$ cat src/hw/gpp_pkg.sv
/*
 * Constants, encodings and carrier types for the general-purpose pin port.
 * Assumes one system clock and a controller that issues one command per cycle.
 */
// Overview of operation
// Up to eight pins, each configured separately.
// Every pin is an input after reset.
// Input pins interrupt on a selected trigger.
// Drive strength 2, 4 or 8 mA; reset 2 mA.
// Slew control only with 8 mA drive.
// Weak pull-up or pull-down; none after reset.
// Optional open drain; push-pull after reset.
// Pin is general-purpose or peripheral; general after reset.
// Group operations use an eight-bit pin mask.
// Masked read returns selected pins, others zero.
// Masked write updates selected pins together only.
// Data mask comes from the access address bits.
// Single-pin queries use a pin number 0-7.
// Direction mode per pin, readable back.
// Interrupt trigger per pin, readable back.
// Controller keeps inputs stable while changing triggers.
// Interrupt mask set or cleared per pin group.
// Latched interrupts cleared per group in one access.
// Raw and masked status readable, low eight bits.
// Interrupt output high while unmasked status pending.
package gpp_pkg;

    localparam int MAX_PINS = 8;

    // Direction modes.
    localparam logic [1:0] DIR_SW_INPUT           = 2'h0;
    localparam logic [1:0] DIR_SW_OUTPUT          = 2'h1;
    localparam logic [1:0] DIR_PERIPHERAL_CONTROL = 2'h2;

    // Interrupt trigger codes.
    localparam logic [2:0] TRIG_FALLING   = 3'h0;
    localparam logic [2:0] TRIG_RISING    = 3'h1;
    localparam logic [2:0] TRIG_BOTH      = 3'h2;
    localparam logic [2:0] TRIG_LOW_LVL   = 3'h3;
    localparam logic [2:0] TRIG_HIGH_LVL  = 3'h4;

    // Drive strengths.
    localparam logic [1:0] DRV_2MA    = 2'h0;
    localparam logic [1:0] DRV_4MA    = 2'h1;
    localparam logic [1:0] DRV_8MA    = 2'h2;
    localparam logic [1:0] DRV_8MA_SC = 2'h3;

    // Pin types.
    localparam logic [2:0] PT_STD     = 3'h0;
    localparam logic [2:0] PT_STD_WPU = 3'h1;
    localparam logic [2:0] PT_STD_WPD = 3'h2;
    localparam logic [2:0] PT_OD      = 3'h3;
    localparam logic [2:0] PT_OD_WPU  = 3'h4;
    localparam logic [2:0] PT_OD_WPD  = 3'h5;

    // Reset values.
    localparam logic [1:0] RST_DIR  = DIR_SW_INPUT;
    localparam logic [2:0] RST_TRIG = TRIG_FALLING;
    localparam logic [1:0] RST_DRV  = DRV_2MA;
    localparam logic [2:0] RST_PT   = PT_STD;

    // Commands.
    typedef enum logic [3:0] {
        GPP_CMD_NONE     = 4'h0,
        GPP_CMD_DIR_SET  = 4'h1,
        GPP_CMD_TRIG_SET = 4'h2,
        GPP_CMD_PAD_SET  = 4'h3,
        GPP_CMD_INT_EN   = 4'h4,
        GPP_CMD_INT_DIS  = 4'h5,
        GPP_CMD_INT_CLR  = 4'h6,
        GPP_CMD_WRITE    = 4'h7
    } gpp_cmd_t;

    typedef struct packed {
        gpp_cmd_t   cmd;
        logic [7:0] pin_select_mask;
        logic [7:0] value;
    } gpp_req_t;

    typedef struct packed {
        logic [1:0] dir;
        logic [2:0] trig;
        logic [1:0] drive;
        logic [2:0] pin_type;
    } gpp_pin_cfg_t;

    typedef struct packed {
        logic pull_up;
        logic pull_down;
        logic slew_ctl;
        logic [1:0] drive;
    } gpp_pad_t;

endpackage

$ cat src/hw/gpp_port.sv
/*
 * General-purpose pin port: direction, pad, interrupt and masked data logic.
 * Assumes pin inputs synchronous to clk_i and one command per cycle.
 */
`timescale 1ns/1ps
module gpp_port
    import gpp_pkg::*;
#(
    parameter int NUM_PINS = 8
) (
    // Clock and reset.
    input  wire logic         clk_i,
    input  wire logic         rst_n_i,
    // Command port.
    input  wire gpp_req_t     req_i,
    input  wire logic [7:0]   rd_addr_mask_i,
    output logic [7:0]        rd_data_o,
    input  wire logic [2:0]   pin_number_i,
    output gpp_pin_cfg_t      pin_cfg_o,
    output logic [7:0]        int_raw_o,
    output logic [7:0]        int_masked_o,
    output logic [7:0]        int_mask_o,
    output logic              irq_o,
    // Peripheral side.
    input  wire logic [7:0]   periph_out_i,
    input  wire logic [7:0]   periph_oe_i,
    output logic [7:0]        periph_in_o,
    // Pads.
    input  wire logic [7:0]   pad_in_i,
    output logic [7:0]        pad_out_o,
    output logic [7:0]        pad_oe_o,
    output gpp_pad_t [7:0]    pad_ctl_o
);

    if (NUM_PINS < 1 || NUM_PINS > MAX_PINS) begin : g_bad_pins
        $error("NUM_PINS out of range");
    end

    localparam logic [7:0] PIN_EXISTS = 8'((16'h1 << NUM_PINS) - 16'h1);

    // Pin-type decoding shared by the pad drivers and the checks.
    function automatic logic is_open_drain(input logic [2:0] pin_type);
        return pin_type inside {PT_OD, PT_OD_WPU, PT_OD_WPD};
    endfunction

    function automatic logic has_pull_up(input logic [2:0] pin_type);
        return pin_type inside {PT_STD_WPU, PT_OD_WPU};
    endfunction

    function automatic logic has_pull_down(input logic [2:0] pin_type);
        return pin_type inside {PT_STD_WPD, PT_OD_WPD};
    endfunction

    gpp_pin_cfg_t [7:0] cfg_q, cfg_d;
    logic [7:0]         dout_q, dout_d;
    logic [7:0]         mask_q, mask_d;
    logic [7:0]         stat_q, stat_d;
    logic [7:0]         prev_q;
    logic [7:0]         rd_q, rd_d;
    logic [7:0]         hit;

    always_comb begin
        cfg_d  = cfg_q;
        dout_d = dout_q;
        mask_d = mask_q;
        stat_d = stat_q;
        hit    = '0;
        for (int i = 0; i < MAX_PINS; i++) begin
            if (req_i.pin_select_mask[i] && PIN_EXISTS[i]) begin
                unique case (req_i.cmd)
                    GPP_CMD_DIR_SET:  cfg_d[i].dir = req_i.value[1:0];
                    GPP_CMD_TRIG_SET: cfg_d[i].trig = req_i.value[2:0];
                    GPP_CMD_PAD_SET: begin
                        cfg_d[i].drive    = req_i.value[1:0];
                        cfg_d[i].pin_type = req_i.value[6:4];
                    end
                    GPP_CMD_INT_EN:  mask_d[i] = 1'b1;
                    GPP_CMD_INT_DIS: mask_d[i] = 1'b0;
                    GPP_CMD_INT_CLR: stat_d[i] = 1'b0;
                    GPP_CMD_WRITE:   dout_d[i] = req_i.value[i];
                    default: ;
                endcase
            end
            // Trigger detection; a set in the same cycle beats a clear.
            if (PIN_EXISTS[i] && cfg_q[i].dir == DIR_SW_INPUT) begin
                unique case (cfg_q[i].trig)
                    TRIG_FALLING:  hit[i] = prev_q[i] & ~pad_in_i[i];
                    TRIG_RISING:   hit[i] = ~prev_q[i] & pad_in_i[i];
                    TRIG_BOTH:     hit[i] = prev_q[i] ^ pad_in_i[i];
                    TRIG_LOW_LVL:  hit[i] = ~pad_in_i[i];
                    TRIG_HIGH_LVL: hit[i] = pad_in_i[i];
                    default:       hit[i] = 1'b0;
                endcase
            end
            if (hit[i]) begin
                stat_d[i] = 1'b1;
            end
        end
        rd_d = pad_in_i & rd_addr_mask_i & PIN_EXISTS;
    end

    always_ff @(posedge clk_i or negedge rst_n_i) begin
        if (!rst_n_i) begin
            for (int i = 0; i < MAX_PINS; i++) begin
                cfg_q[i] <= '{dir: RST_DIR, trig: RST_TRIG, drive: RST_DRV, pin_type: RST_PT};
            end
            dout_q <= 8'h00;
            mask_q <= 8'h00;
            stat_q <= 8'h00;
            prev_q <= 8'h00;
            rd_q   <= 8'h00;
        end else begin
            cfg_q  <= cfg_d;
            dout_q <= dout_d;
            mask_q <= mask_d;
            stat_q <= stat_d;
            prev_q <= pad_in_i;
            rd_q   <= rd_d;
        end
    end

    always_comb begin
        for (int i = 0; i < MAX_PINS; i++) begin
            logic periph;
            logic od;
            logic drv_val;
            logic drv_en;
            periph  = cfg_q[i].dir == DIR_PERIPHERAL_CONTROL;
            od      = is_open_drain(cfg_q[i].pin_type);
            drv_val = periph ? periph_out_i[i] : dout_q[i];
            drv_en  = PIN_EXISTS[i] && (periph ? periph_oe_i[i] : cfg_q[i].dir == DIR_SW_OUTPUT);
            pad_out_o[i] = od ? 1'b0 : drv_val;
            pad_oe_o[i]  = drv_en && (!od || !drv_val);
            pad_ctl_o[i].pull_up   = has_pull_up(cfg_q[i].pin_type);
            pad_ctl_o[i].pull_down = has_pull_down(cfg_q[i].pin_type);
            pad_ctl_o[i].slew_ctl  = cfg_q[i].drive == DRV_8MA_SC;
            pad_ctl_o[i].drive     = (cfg_q[i].drive == DRV_8MA_SC) ? DRV_8MA : cfg_q[i].drive;
            periph_in_o[i] = periph & pad_in_i[i];
        end
    end

    assign rd_data_o    = rd_q;
    assign pin_cfg_o    = cfg_q[pin_number_i];
    assign int_raw_o    = stat_q;
    assign int_masked_o = stat_q & mask_q;
    assign int_mask_o   = mask_q;
    assign irq_o        = |(stat_q & mask_q);

    a_read_masked: assert property (@(posedge clk_i) disable iff (!rst_n_i)
        rd_data_o == ($past(pad_in_i) & $past(rd_addr_mask_i) & PIN_EXISTS))
        else $error("masked read wrong");
    a_write_unsel: assert property (@(posedge clk_i) disable iff (!rst_n_i)
        req_i.cmd == GPP_CMD_WRITE |=> dout_q == (($past(dout_q) & ~($past(req_i.pin_select_mask) & PIN_EXISTS))
        | ($past(req_i.value) & $past(req_i.pin_select_mask) & PIN_EXISTS)))
        else $error("masked write wrong");
    a_irq_level: assert property (@(posedge clk_i) disable iff (!rst_n_i)
        irq_o == |(int_raw_o & int_mask_o)) else $error("irq mismatch");
    a_clear_mask: assert property (@(posedge clk_i) disable iff (!rst_n_i)
        req_i.cmd == GPP_CMD_INT_CLR && !(|hit) |=> (stat_q & $past(req_i.pin_select_mask) & PIN_EXISTS) == 8'h00)
        else $error("clear failed");
    a_set_wins: assert property (@(posedge clk_i) disable iff (!rst_n_i)
        |hit |=> (stat_q & $past(hit)) == $past(hit)) else $error("trigger lost");
    a_int_enable: assert property (@(posedge clk_i) disable iff (!rst_n_i)
        req_i.cmd == GPP_CMD_INT_EN |=> (mask_q & $past(req_i.pin_select_mask) & PIN_EXISTS)
        == ($past(req_i.pin_select_mask) & PIN_EXISTS)) else $error("enable failed");
    a_int_disable: assert property (@(posedge clk_i) disable iff (!rst_n_i)
        req_i.cmd == GPP_CMD_INT_DIS |=> (mask_q & $past(req_i.pin_select_mask) & PIN_EXISTS) == 8'h00)
        else $error("disable failed");

    a_masked_view: assert property (@(posedge clk_i) disable iff (!rst_n_i)
        int_masked_o == (int_raw_o & int_mask_o))
        else $error("masked status wrong");

    // Per-pin checks; pins beyond NUM_PINS must stay idle.
    for (genvar p = 0; p < MAX_PINS; p++) begin : g_pin_chk
        logic sense;
        assign sense = PIN_EXISTS[p] && cfg_q[p].dir == DIR_SW_INPUT;

        // Pad drive and termination.
        a_slew_only8: assert property (@(posedge clk_i) disable iff (!rst_n_i)
            pad_ctl_o[p].slew_ctl
            |-> pad_ctl_o[p].drive == DRV_8MA)
            else $error("slew without 8mA drive");

        a_input_noout: assert property (@(posedge clk_i) disable iff (!rst_n_i)
            cfg_q[p].dir == DIR_SW_INPUT
            |-> !pad_oe_o[p])
            else $error("input pin driven");

        a_od_nohigh: assert property (@(posedge clk_i) disable iff (!rst_n_i)
            is_open_drain(cfg_q[p].pin_type) && pad_oe_o[p]
            |-> !pad_out_o[p])
            else $error("open drain drove high");

        a_pull_excl: assert property (@(posedge clk_i) disable iff (!rst_n_i)
            pad_ctl_o[p].pull_up
            |-> !pad_ctl_o[p].pull_down)
            else $error("both pulls enabled");

        a_periph_in: assert property (@(posedge clk_i) disable iff (!rst_n_i)
            periph_in_o[p]
            == (cfg_q[p].dir == DIR_PERIPHERAL_CONTROL && pad_in_i[p]))
            else $error("peripheral input wrong");

        a_periph_out: assert property (@(posedge clk_i) disable iff (!rst_n_i)
            PIN_EXISTS[p] && cfg_q[p].dir == DIR_PERIPHERAL_CONTROL && !is_open_drain(cfg_q[p].pin_type)
            |-> pad_oe_o[p] == periph_oe_i[p] && pad_out_o[p] == periph_out_i[p])
            else $error("peripheral drive wrong");

        a_sw_drive: assert property (@(posedge clk_i) disable iff (!rst_n_i)
            PIN_EXISTS[p] && cfg_q[p].dir == DIR_SW_OUTPUT && !is_open_drain(cfg_q[p].pin_type)
            |-> pad_oe_o[p] && pad_out_o[p] == dout_q[p])
            else $error("output drive wrong");

        a_absent_idle: assert property (@(posedge clk_i) disable iff (!rst_n_i)
            !PIN_EXISTS[p]
            |-> !pad_oe_o[p] && !stat_q[p] && !rd_data_o[p])
            else $error("absent pin active");

        // Configuration writes land on selected pins only.
        a_dir_update: assert property (@(posedge clk_i) disable iff (!rst_n_i)
            req_i.cmd == GPP_CMD_DIR_SET && req_i.pin_select_mask[p] && PIN_EXISTS[p]
            |=> cfg_q[p].dir == $past(req_i.value[1:0]))
            else $error("direction not stored");

        a_trig_update: assert property (@(posedge clk_i) disable iff (!rst_n_i)
            req_i.cmd == GPP_CMD_TRIG_SET && req_i.pin_select_mask[p] && PIN_EXISTS[p]
            |=> cfg_q[p].trig == $past(req_i.value[2:0]))
            else $error("trigger not stored");

        a_drive_update: assert property (@(posedge clk_i) disable iff (!rst_n_i)
            req_i.cmd == GPP_CMD_PAD_SET && req_i.pin_select_mask[p] && PIN_EXISTS[p]
            |=> cfg_q[p].drive == $past(req_i.value[1:0]))
            else $error("drive not stored");

        a_type_update: assert property (@(posedge clk_i) disable iff (!rst_n_i)
            req_i.cmd == GPP_CMD_PAD_SET && req_i.pin_select_mask[p] && PIN_EXISTS[p]
            |=> cfg_q[p].pin_type == $past(req_i.value[6:4]))
            else $error("pin type not stored");

        a_write_pin: assert property (@(posedge clk_i) disable iff (!rst_n_i)
            req_i.cmd == GPP_CMD_WRITE && req_i.pin_select_mask[p] && PIN_EXISTS[p]
            |=> dout_q[p] == $past(req_i.value[p]))
            else $error("pin write lost");

        a_unsel_hold: assert property (@(posedge clk_i) disable iff (!rst_n_i)
            req_i.cmd != GPP_CMD_NONE && !req_i.pin_select_mask[p]
            |=> $stable(cfg_q[p]) && $stable(dout_q[p]) && $stable(mask_q[p]))
            else $error("unselected pin changed");

        a_cfg_view: assert property (@(posedge clk_i) disable iff (!rst_n_i)
            pin_number_i == 3'(p)
            |-> pin_cfg_o == cfg_q[p])
            else $error("pin query wrong");

        // Trigger detection and status.
        a_rise_seen: assert property (@(posedge clk_i) disable iff (!rst_n_i)
            sense && cfg_q[p].trig == TRIG_RISING && !prev_q[p] && pad_in_i[p]
            |=> stat_q[p])
            else $error("rising edge missed");

        a_fall_seen: assert property (@(posedge clk_i) disable iff (!rst_n_i)
            sense && cfg_q[p].trig == TRIG_FALLING && prev_q[p] && !pad_in_i[p]
            |=> stat_q[p])
            else $error("falling edge missed");

        a_both_seen: assert property (@(posedge clk_i) disable iff (!rst_n_i)
            sense && cfg_q[p].trig == TRIG_BOTH && prev_q[p] != pad_in_i[p]
            |=> stat_q[p])
            else $error("edge missed");

        a_low_seen: assert property (@(posedge clk_i) disable iff (!rst_n_i)
            sense && cfg_q[p].trig == TRIG_LOW_LVL && !pad_in_i[p]
            |=> stat_q[p])
            else $error("low level missed");

        a_high_seen: assert property (@(posedge clk_i) disable iff (!rst_n_i)
            sense && cfg_q[p].trig == TRIG_HIGH_LVL && pad_in_i[p]
            |=> stat_q[p])
            else $error("high level missed");

        a_no_spurious: assert property (@(posedge clk_i) disable iff (!rst_n_i)
            !hit[p] && !stat_q[p]
            |=> !stat_q[p])
            else $error("status set without trigger");

        a_out_quiet: assert property (@(posedge clk_i) disable iff (!rst_n_i)
            !sense && !stat_q[p]
            |=> !stat_q[p])
            else $error("status set off input mode");

        a_clear_pin: assert property (@(posedge clk_i) disable iff (!rst_n_i)
            req_i.cmd == GPP_CMD_INT_CLR && req_i.pin_select_mask[p] && !hit[p]
            |=> !stat_q[p])
            else $error("pin clear failed");

        a_irq_pin: assert property (@(posedge clk_i) disable iff (!rst_n_i)
            stat_q[p] && mask_q[p]
            |-> irq_o)
            else $error("pending pin without irq");
    end

endmodule

$ cat config.mk
export PLATFORM = sky130hd
export DESIGN_NAME = gpp_port
export DESIGN_NICKNAME = d
export VERILOG_FILES = /design/src/hw/gpp_pkg.sv /design/src/hw/gpp_port.sv
export SDC_FILE = /design/constraint.sdc
export NUM_CORES = 1
export LEC_CHECK = 0
export BUFFER_PORTS_ARGS = -buffer_cell sky130_fd_sc_hd__buf_2
export CAP_MARGIN = 10
export CORE_UTILIZATION = 45
export DETAILED_ROUTE_END_ITERATION = 8
export PLACE_DENSITY = 0.7
export SYNTH_ARGS = -nofsm -noshare
export SYNTH_HDL_FRONTEND = slang
export SYNTH_SLANG_ARGS = --single-unit
$ cat constraint.sdc
create_clock -name clk_i -period 3.5 [get_ports clk_i]
set_clock_uncertainty 0.1 [all_clocks]
set_input_delay 0.175 -clock clk_i [delete_from_list [all_inputs] [get_ports clk_i]]
set_output_delay 0.175 -clock clk_i [all_outputs]
set_load 0.05 [all_outputs]
Word-level counts from Yosys, hierarchy flattened

Cells that the tools add are included.

Register bits after elaboration: 120
Latch bits: 0
Bits in writable memories: 0
ROM bits: 0
Bits of input ports: 57
Output and inout bits: 107
Word-level logic and storage cells: 418
Memories: 0

Add/sub/neg operators: 0
Multipliers: 0
Divide/modulo/power cells: 0
$lt $le $gt $ge: 1
Eq/ne operators: 103
Shift-type cells: 0
Multiplexer cells: 68
Bitwise logic cells: 50
Reduce and logical (&&, ||, !) cells: 138

Operators by type and width:

| cell                                                 | number |
|---|---|
| equality test 3 x 2 -> 1 bit (second input constant) | 32 |
| AND reduction 2 bit                                  | 48 |
| equality test 3 bit (second input constant)          | 24 |
| nonzero test 2 bit                                   | 33 |
| two-way mux 1 bit                                    | 49 |
| equality test 3 x 1 -> 1 bit (second input constant) | 16 |
| one-hot mux 1 bit (5 select lines)                   | 8 |
| equality test 2 bit (second input constant)          | 16 |
| binary-select mux 10 bit (select 3 bit)              | 1 |
| bitwise AND 1 bit                                    | 24 |
| logical NOT 3 bit                                    | 8 |
| nonzero test 3 bit                                   | 8 |
| bitwise AND 8 bit                                    | 2 |
| equality test 2 x 1 -> 1 bit (second input constant) | 8 |
| equality test 4 x 3 -> 1 bit (second input constant) | 4 |
| logical NOT 1 bit                                    | 16 |
| logical NOT 2 bit                                    | 8 |
| two-way mux 2 bit                                    | 8 |
| NOT 1 bit                                            | 16 |
| two-way mux 10 bit                                   | 1 |
| equality test 4 x 2 -> 1 bit (second input constant) | 2 |
| logical AND 1 bit                                    | 8 |
| logical OR 1 bit                                     | 8 |
| OR reduction 8 bit                                   | 1 |
| other kinds (4)                                      | 11 |

Longest topological paths before layout

Gate-level depths: netlist of run 1.

Word-level depth: 6
Mapped depth: 6
Gate-level depth less buffers: 6

Worst setup path before layout of run 1

OpenSTA, ideal clock, no wires.

Path type: register to output
From: register stat_q[1] (netlist: int_raw_o[1])
To: output irq_o
Arrival: 2258 ps
Data required time: 3225 ps
Setup slack: 967 ps
Cell stages (with the launch flop): 4
Buffers on the path: 0
Path through: dfrtp_1 > and2_1 > or4_1 > or4_1

Longest elaborated chain between the ends: 2

RTL lines:

| item                      | line            | RTL |
|---|---|---|
| from (decl)               | gpp_port.sv:57  | `logic [7:0] stat_q, stat_d;` |
| from (signal assigned)    | gpp_port.sv:116 | `stat_q <= stat_d;` |
| bitwise AND 8 bit         | -               |  |
| named net int_masked_o[1] | gpp_port.sv:21  | `output logic [7:0] int_masked_o,` |
| OR reduction 8 bit        | gpp_port.sv:147 | `assign irq_o = \|(stat_q & mask_q);` |
| to (decl)                 | gpp_port.sv:23  | `output logic irq_o,` |

The timed path passes the listed nets, and every way through them passes these cells.

Worst setup path in the final report of run 1

From: register stat_q[1] (netlist: int_raw_o[1])
To: output irq_o

Longest elaborated chain between the ends: 2

RTL lines:

| item               | line |
|---|---|
| bitwise AND 8 bit  | gpp_port.sv:147 |
| OR reduction 8 bit | gpp_port.sv:147 |

Every way passes these cells.

==> flow_summary.json, run 1 <==
{
  "async_flop_share": 1.000,
  "port_buffers": 163,
  "firstDrtPassIters": 4,
  "num_antenna_cells": 0,
  "ys.warnings.count": 0,
  "synth_edf_count": 0,
  "die_w_um": 123.4,
  "power.total_mw": 6.120,
  "syn_inst": 565,
  "drt-total-wl_um": 18410,
  "min_path_type": "in -> reg",
  "final_net_count": 829,
  "synth_xor_area_frac": 0.01057,
  "io-pin-count": 164,
  "crit_arrival_ps": 2160,
  "fp-row-count": 43,
  "clk_pin_slew_ps": 50,
  "grt_pass1_wl_um": 27940,
  "clock_path_buffers": 2,
  "syn-num-nets": 638,
  "synthTopCellsByArea": "dfrtp_1, mux2_2, mux4_2",
  "dieArea_um2": 15220,
  "dp_hpwl_um": 13360,
  "dp_worst_setup_slack_ps": 1374,
  "ctsHtreeMaxLevel": 4,
  "antenna_found_initial": 0,
  "synthAdderAreaFrac": 0.03020,
  "r2r_slack_ps": 1900,
  "vias": 5289,
  "grt_start_max_net_pins": 83,
  "ys_seq_area_frac": 0.4530,
  "yosys.area_share.simple": 0.1399,
  "place.gp.congestion": 0.8389,
  "die_h_um": 123.4,
  "cts_sinks": 120,
  "drv_slew": 0,
  "clk_latency_ps": 410,
  "drtIter0Drc": 285,
  "synth_top_family_by_area": "multiplexers",
  "rsz0062_at_grt": "false",
  "setup_ws_ps": 1069,
  "routed_via_density": 5.591,
  "antenna_left": 0,
  "initial_core_util": 0.4685,
  "postSynthAreaPerCell_um2": 11.73,
  "grt_overflow_total": 0,
  "wire_per_inst_um": 19.46,
  "syn_to_final_growth_pct": 26.75,
  "grt_usage": 0.2529,
  "synth_compound_area_frac": 0.06097,
  "slew_headroom": 0.2669,
  "cap_violations": 0,
  "required_ps": 3220,
  "fmax_mhz": 411.3,
  "yosys_most_used_dff": "dfrtp_1",
  "crit_fanout": 3,
  "finalCritPeriodShare": 0.6946,
  "cts_tree": "yes",
  "clockRootBuffer": "clkbuf_16",
  "cts_setup_buffers": 0,
  "route.detailed.drc": 0,
  "cp-end-kind": "output pin",
  "ys_ff_latch": 120,
  "synth_top_area_share": 0.4530,
  "synth_common_cells": "dfrtp_1, mux2_2, nand2_1, mux2i_1, and2_1",
  "yosysTopAreaCell": "dfrtp_1",
  "grt_pass1_vias": 5059,
  "syn-cell-area_um2": 6629,
  "finalSetupViolCount": 0,
  "finalHoldViolations": 0,
  "period_minus_slack_ps": 2431,
  "worstSetupPathType": "reg -> out",
  "synth.most_common_cell": "dfrtp_1",
  "pwr_density_cell_nw_per_um2": 728.4,
  "core-area_um2": 14150,
  "synth.mux.area_fraction": 0.2843,
  "cts_made_buffers": 17,
  "status": "completed",
  "crit_path_start_kind": "register",
  "tightest_slew_ps": 1100,
  "yosysUniqueCellTypes": 32,
  "leakage_nw": 3.911,
  "drive_gt1_frac": 0.3982,
  "fillers": 1180,
  "fin_tns_setup_ps": 0,
  "irDropWorstVdd_mv": 0.4087
}
==> critical path: stages (launching register included) <==
cell	delay (ps)
dfrtp_1	390
and2_1	180
or4_1	500
or4_1	460
buf_2	220
==> worst paths after layout <==
check,from,endpoint,cells past startpoint
hold reg to reg,int_raw_o[7],int_raw_o[7],1
setup reg to reg,prev_q[7],int_raw_o[7],5
min in group asynchronous,rst_n_i,prev_q[4],2
setup / recovery,int_raw_o[1],irq_o,4
max in group asynchronous,rst_n_i,int_raw_o[3],3
hold / removal,req_i[12],int_mask_o[4],2
==> routing by layer <==
layer  global-route usage  wire length, µm
met3              0.05028             1076
met1               0.3191             7770
met5                    0                0
met4              0.06551              133
met2               0.4417             9429
==> cell type report <==
type / count / area (µm²) / area share
inverters: 17 / 63.81 / 0.007595
flip-flops and latches: 120 / 3003 / 0.3574
clock inverters: 4 / 45.04 / 0.005361
multi-input cells: 409 / 3486 / 0.4149
well taps: 180 / 225.2 / 0.02681
clock buffers: 25 / 485.5 / 0.05778
repair buffers: 191 / 1094 / 0.1302
==> repair_timing <==
| action | 4_1_cts | 5_1_grt |
|---|---|---|
| endpoints found under the hold margin | 104 | 0 |
| resized for setup | 0 | 0 |
| hold buffers | 26 | 0 |
==> cell families (layout without fill, tap and decap cells) <==
group,after synthesis,after routing
buffers and inverters,36,237
multiplexers,151,151
adder cells (fa/ha/maj),16,16
AO/OA/AOI/OAI,62,62
flip-flops,120,120
XOR/XNOR,8,8
AND/OR/NAND/NOR,172,172
==> cell usage in the layout, fill, tap and decap left out, types with 2 or more instances in the layout <==
| cell type | netlist | final |
|---|---|---|
| nor3_1 | 6 | 6 |
| a31oi_1 | 7 | 7 |
| dfrtp_1 | 120 | 120 |
| a22o_1 | 8 | 8 |
| a21oi_1 | 21 | 21 |
| nand2b_1 | 9 | 9 |
| clkinv_2 | 0 | 3 |
| ha_1 | 16 | 16 |
| nor2_1 | 20 | 20 |
| clkbuf_16 | 0 | 17 |
| buf_2 | 4 | 162 |
| inv_1 | 17 | 17 |
| or4_1 | 2 | 2 |
| mux2_1 | 7 | 7 |
| mux4_2 | 20 | 20 |
| xnor2_1 | 8 | 8 |
| mux2_2 | 91 | 91 |
| o22ai_1 | 6 | 6 |
| nand2_1 | 60 | 60 |
| nand3b_1 | 10 | 10 |
| nor3b_1 | 6 | 6 |
| mux2i_1 | 33 | 33 |
| o22a_1 | 2 | 2 |
| dlygate4sd3_1 | 0 | 26 |
| nor2b_1 | 22 | 22 |
| buf_4 | 0 | 3 |
| clkbuf_1 | 14 | 5 |
| a32o_1 | 8 | 8 |
| o21ai_0 | 10 | 10 |
| clkbuf_8 | 0 | 3 |
| and2_1 | 32 | 32 |
==> through the flow <==
stage,hold WS [ps],util,area [µm²],cells
final,18.44,0.5938,8402,946
after global routing,25.11,0.5938,8402,946
after CTS,11.51,0.5938,8402,946
after detailed placement,264.9,0.5379,7611,891
after global placement,260.3,0.5379,7611,891
after floorplan,-220.6,-,6629,565
==> flip-flops by register name, indices dropped and copies added (netlist names) <==
signal and cells:
int_mask_o 8, cfg_q 80, int_raw_o 8, dout_q 8
rd_data_o 8, prev_q 8
==> where the power goes <==
group	internal, mW	leakage [nW]	switching [mW]
registers	1.67	1.44	0.400
clock network	1.01	0.263	0.575
logic	0.825	2.21	1.63
total	3.51	3.91	2.61
Note: power is estimated with default switching activity, not from simulation.
==> inputs of run 2 (changes only) <==
clock period = 2.4 ns   (was 3.5 ns; I/O delays follow)
==> flow_summary.json, run 2 (same netlist as run 1, synthesis figures left out) <==
{
  "crit_arrival_ps": 2080,
  "cts_sinks": 120,
  "firstDrtPassIters": 5,
  "grt_use_met1": 0.3352,
  "finalHoldViolations": 0,
  "vias": 5378,
  "fillers": 1173,
  "pwr-share-comb": 0.411,
  "worstSetupPathType": "reg -> out",
  "setup_ws_ps": 102.6,
  "rr_endpoint": "int_raw_o[4]",
  "routed_via_density": 5.579,
  "tightest_slew_ps": 683.0,
  "grt.busiest_layer": "met2",
  "num_antenna_cells": 0,
  "largest-register": "cfg_q",
  "slowest_stage": "or4_4",
  "io-pin-count": 164,
  "hold_path_startpoint": "req_i[16]",
  "status": "completed",
  "p_int_mw": 5.105,
  "cts_tree": "yes",
  "finalSetupViolCount": 0,
  "clkPwrFrac": 0.256,
  "required_ps": 2180,
  "fin_tns_setup_ps": 0,
  "die_h_um": 123.4,
  "holdPathStages": 2,
  "fp-row-count": 43,
  "clk_pin_slew_ps": 50,
  "holdPathEnd": "int_mask_o[7]",
  "syn_to_final_growth_pct": 29.56,
  "p_switching_mw": 3.827,
  "r2r_slack_ps": 840,
  "core-area_um2": 14150,
  "drtIter0Drc": 234,
  "drv_slew": 0,
  "final_net_count": 845,
  "grt_overflow_total": 0,
  "crit_top_cell": "or4_4",
  "met3_usage": 0.05304,
  "r2r_start": "prev_q[4]",
  "cp-end-kind": "output pin",
  "dp_hpwl_um": 13100,
  "leakage_nw": 4.008,
  "grt_usage": 0.2541,
  "layout_commonest_cell": "buf_2",
  "wire_per_inst_um": 18.72,
  "grt_pass1_vias": 5260,
  "cp_cell_sequence": "and2_1 -> or4_4 -> or4_4 -> buf_8",
  "final_cell_mix": "buf_2, dfrtp_1, mux2_2",
  "met2_usage": 0.4127,
  "clock_path_buffers": 2,
  "place.gp.congestion": 0.8102,
  "initial_core_util": 0.4685,
  "route.detailed.drc": 0,
  "min_path_type": "in -> reg",
  "ctsHtreeMaxLevel": 4,
  "crit_path_start_kind": "register",
  "drt-total-wl_um": 18040,
  "finalCritPeriodShare": 0.9572,
  "grt_start_max_net_pins": 58,
  "swShare": 0.4285,
  "grt_pass1_wl_um": 28280,
  "cts_made_buffers": 17,
  "period_minus_slack_ps": 2297,
  "crit_fanout": 3,
  "dp.cells": 897,
  "drive_gt1_frac": 0.4082,
  "antenna_left": 0,
  "largest_reg_flops": 80,
  "seq_power_share": 0.333,
  "dieArea_um2": 15220,
  "antenna_found_initial": 0,
  "irDropWorstVdd_mv": 0.7519,
  "slowest_delay_ps": 500,
  "pwr_density_cell_nw_per_um2": 1040,
  "ff2ff_path_depth": 5,
  "instances_no_fill": 964,
  "port_buffers": 163,
  "power.total_mw": 8.932,
  "cap_violations": 0,
  "clockRootBuffer": "clkbuf_16",
  "clk_latency_ps": 420,
  "slew_headroom": 0.5427,
  "die_w_um": 123.4,
  "fmax_mhz": 435.3,
  "dp_worst_setup_slack_ps": 387.4,
  "rsz0062_at_grt": "false"
}
-- run 2: cell types whose count changed in the layout (fill, tap and decap cells not counted), sizes merged --
cell / change
clkbuf: -5
clkinv: +6
dlygate4sd3: +9
clkinvlp: +1
buf: +7
-- run 2: cell type report --
type	count	area, µm²	area share
Timing Repair Buffer	207	1271	0.1480
Tap cell	180	225.2	0.02622
Sequential cell	120	3003	0.3497
Clock buffer	20	446.7	0.05201
Clock inverter	11	82.58	0.009615
Multi-Input combinational cell	409	3496	0.4071
Inverter	17	63.81	0.007430
-- run 2: power by group through the flow --
stage	Clock, mW	Sequential (mW)	Combinational, mW
after floorplan	0	3.03	2.62
after global placement	0	2.96	3.56
after detailed placement	0	3.00	3.60
after CTS	2.34	2.97	3.68
after global routing	2.42	3.05	3.88
final	2.29	2.97	3.67
-- run 2: stage by stage --
step	instance area (µm²)	hold slack, ps	util
5_1_grt	8588	21.05	0.6070
6_report	8588	10.14	0.6070
3_5_place_dp	7685	-112.0	0.5431
4_1_cts	8584	2.277	0.6067
3_3_place_gp	7685	-115.9	0.5431
2_1_floorplan	6633	-275.6	-
-- run 2: how the worst max path moves through the flow --
stage / startpoint / end / slack, ps
detailed placement: int_raw_o[1] / irq_o / 390
floorplan: int_raw_o[1] / irq_o / 50
finish: int_raw_o[7] / irq_o / 100
global route: int_raw_o[1] / irq_o / 50
global placement: int_raw_o[1] / irq_o / 410
CTS: int_raw_o[7] / irq_o / 10
-- run 2: repair_timing --
action,CTS,global route
hold endpoints to repair,158,0
pin swaps,0,1
endpoints found under the setup margin,1,1
setup buffers,1,0
gates cloned,0,0
gates resized for setup,4,1
hold buffers,35,0
-- run 2: metal layers --
layer	vias up	part of all wire	wire (µm)
met1	2704	0.43	7733
met2	204	0.49	8837
met3	23	0.063	1143
met5	-	0	0
li1	2447	-	-
met4	0	0.018	327
-- run 2: worst max-delay path, delay by kind of cell, from the launching register on --
| family | cells | cell delay [ps] |
|---|---|---|
| and+or+nand+nor | 3 | 1100 |
| buffers and inverters | 1 | 160 |
| DFF | 1 | 390 |
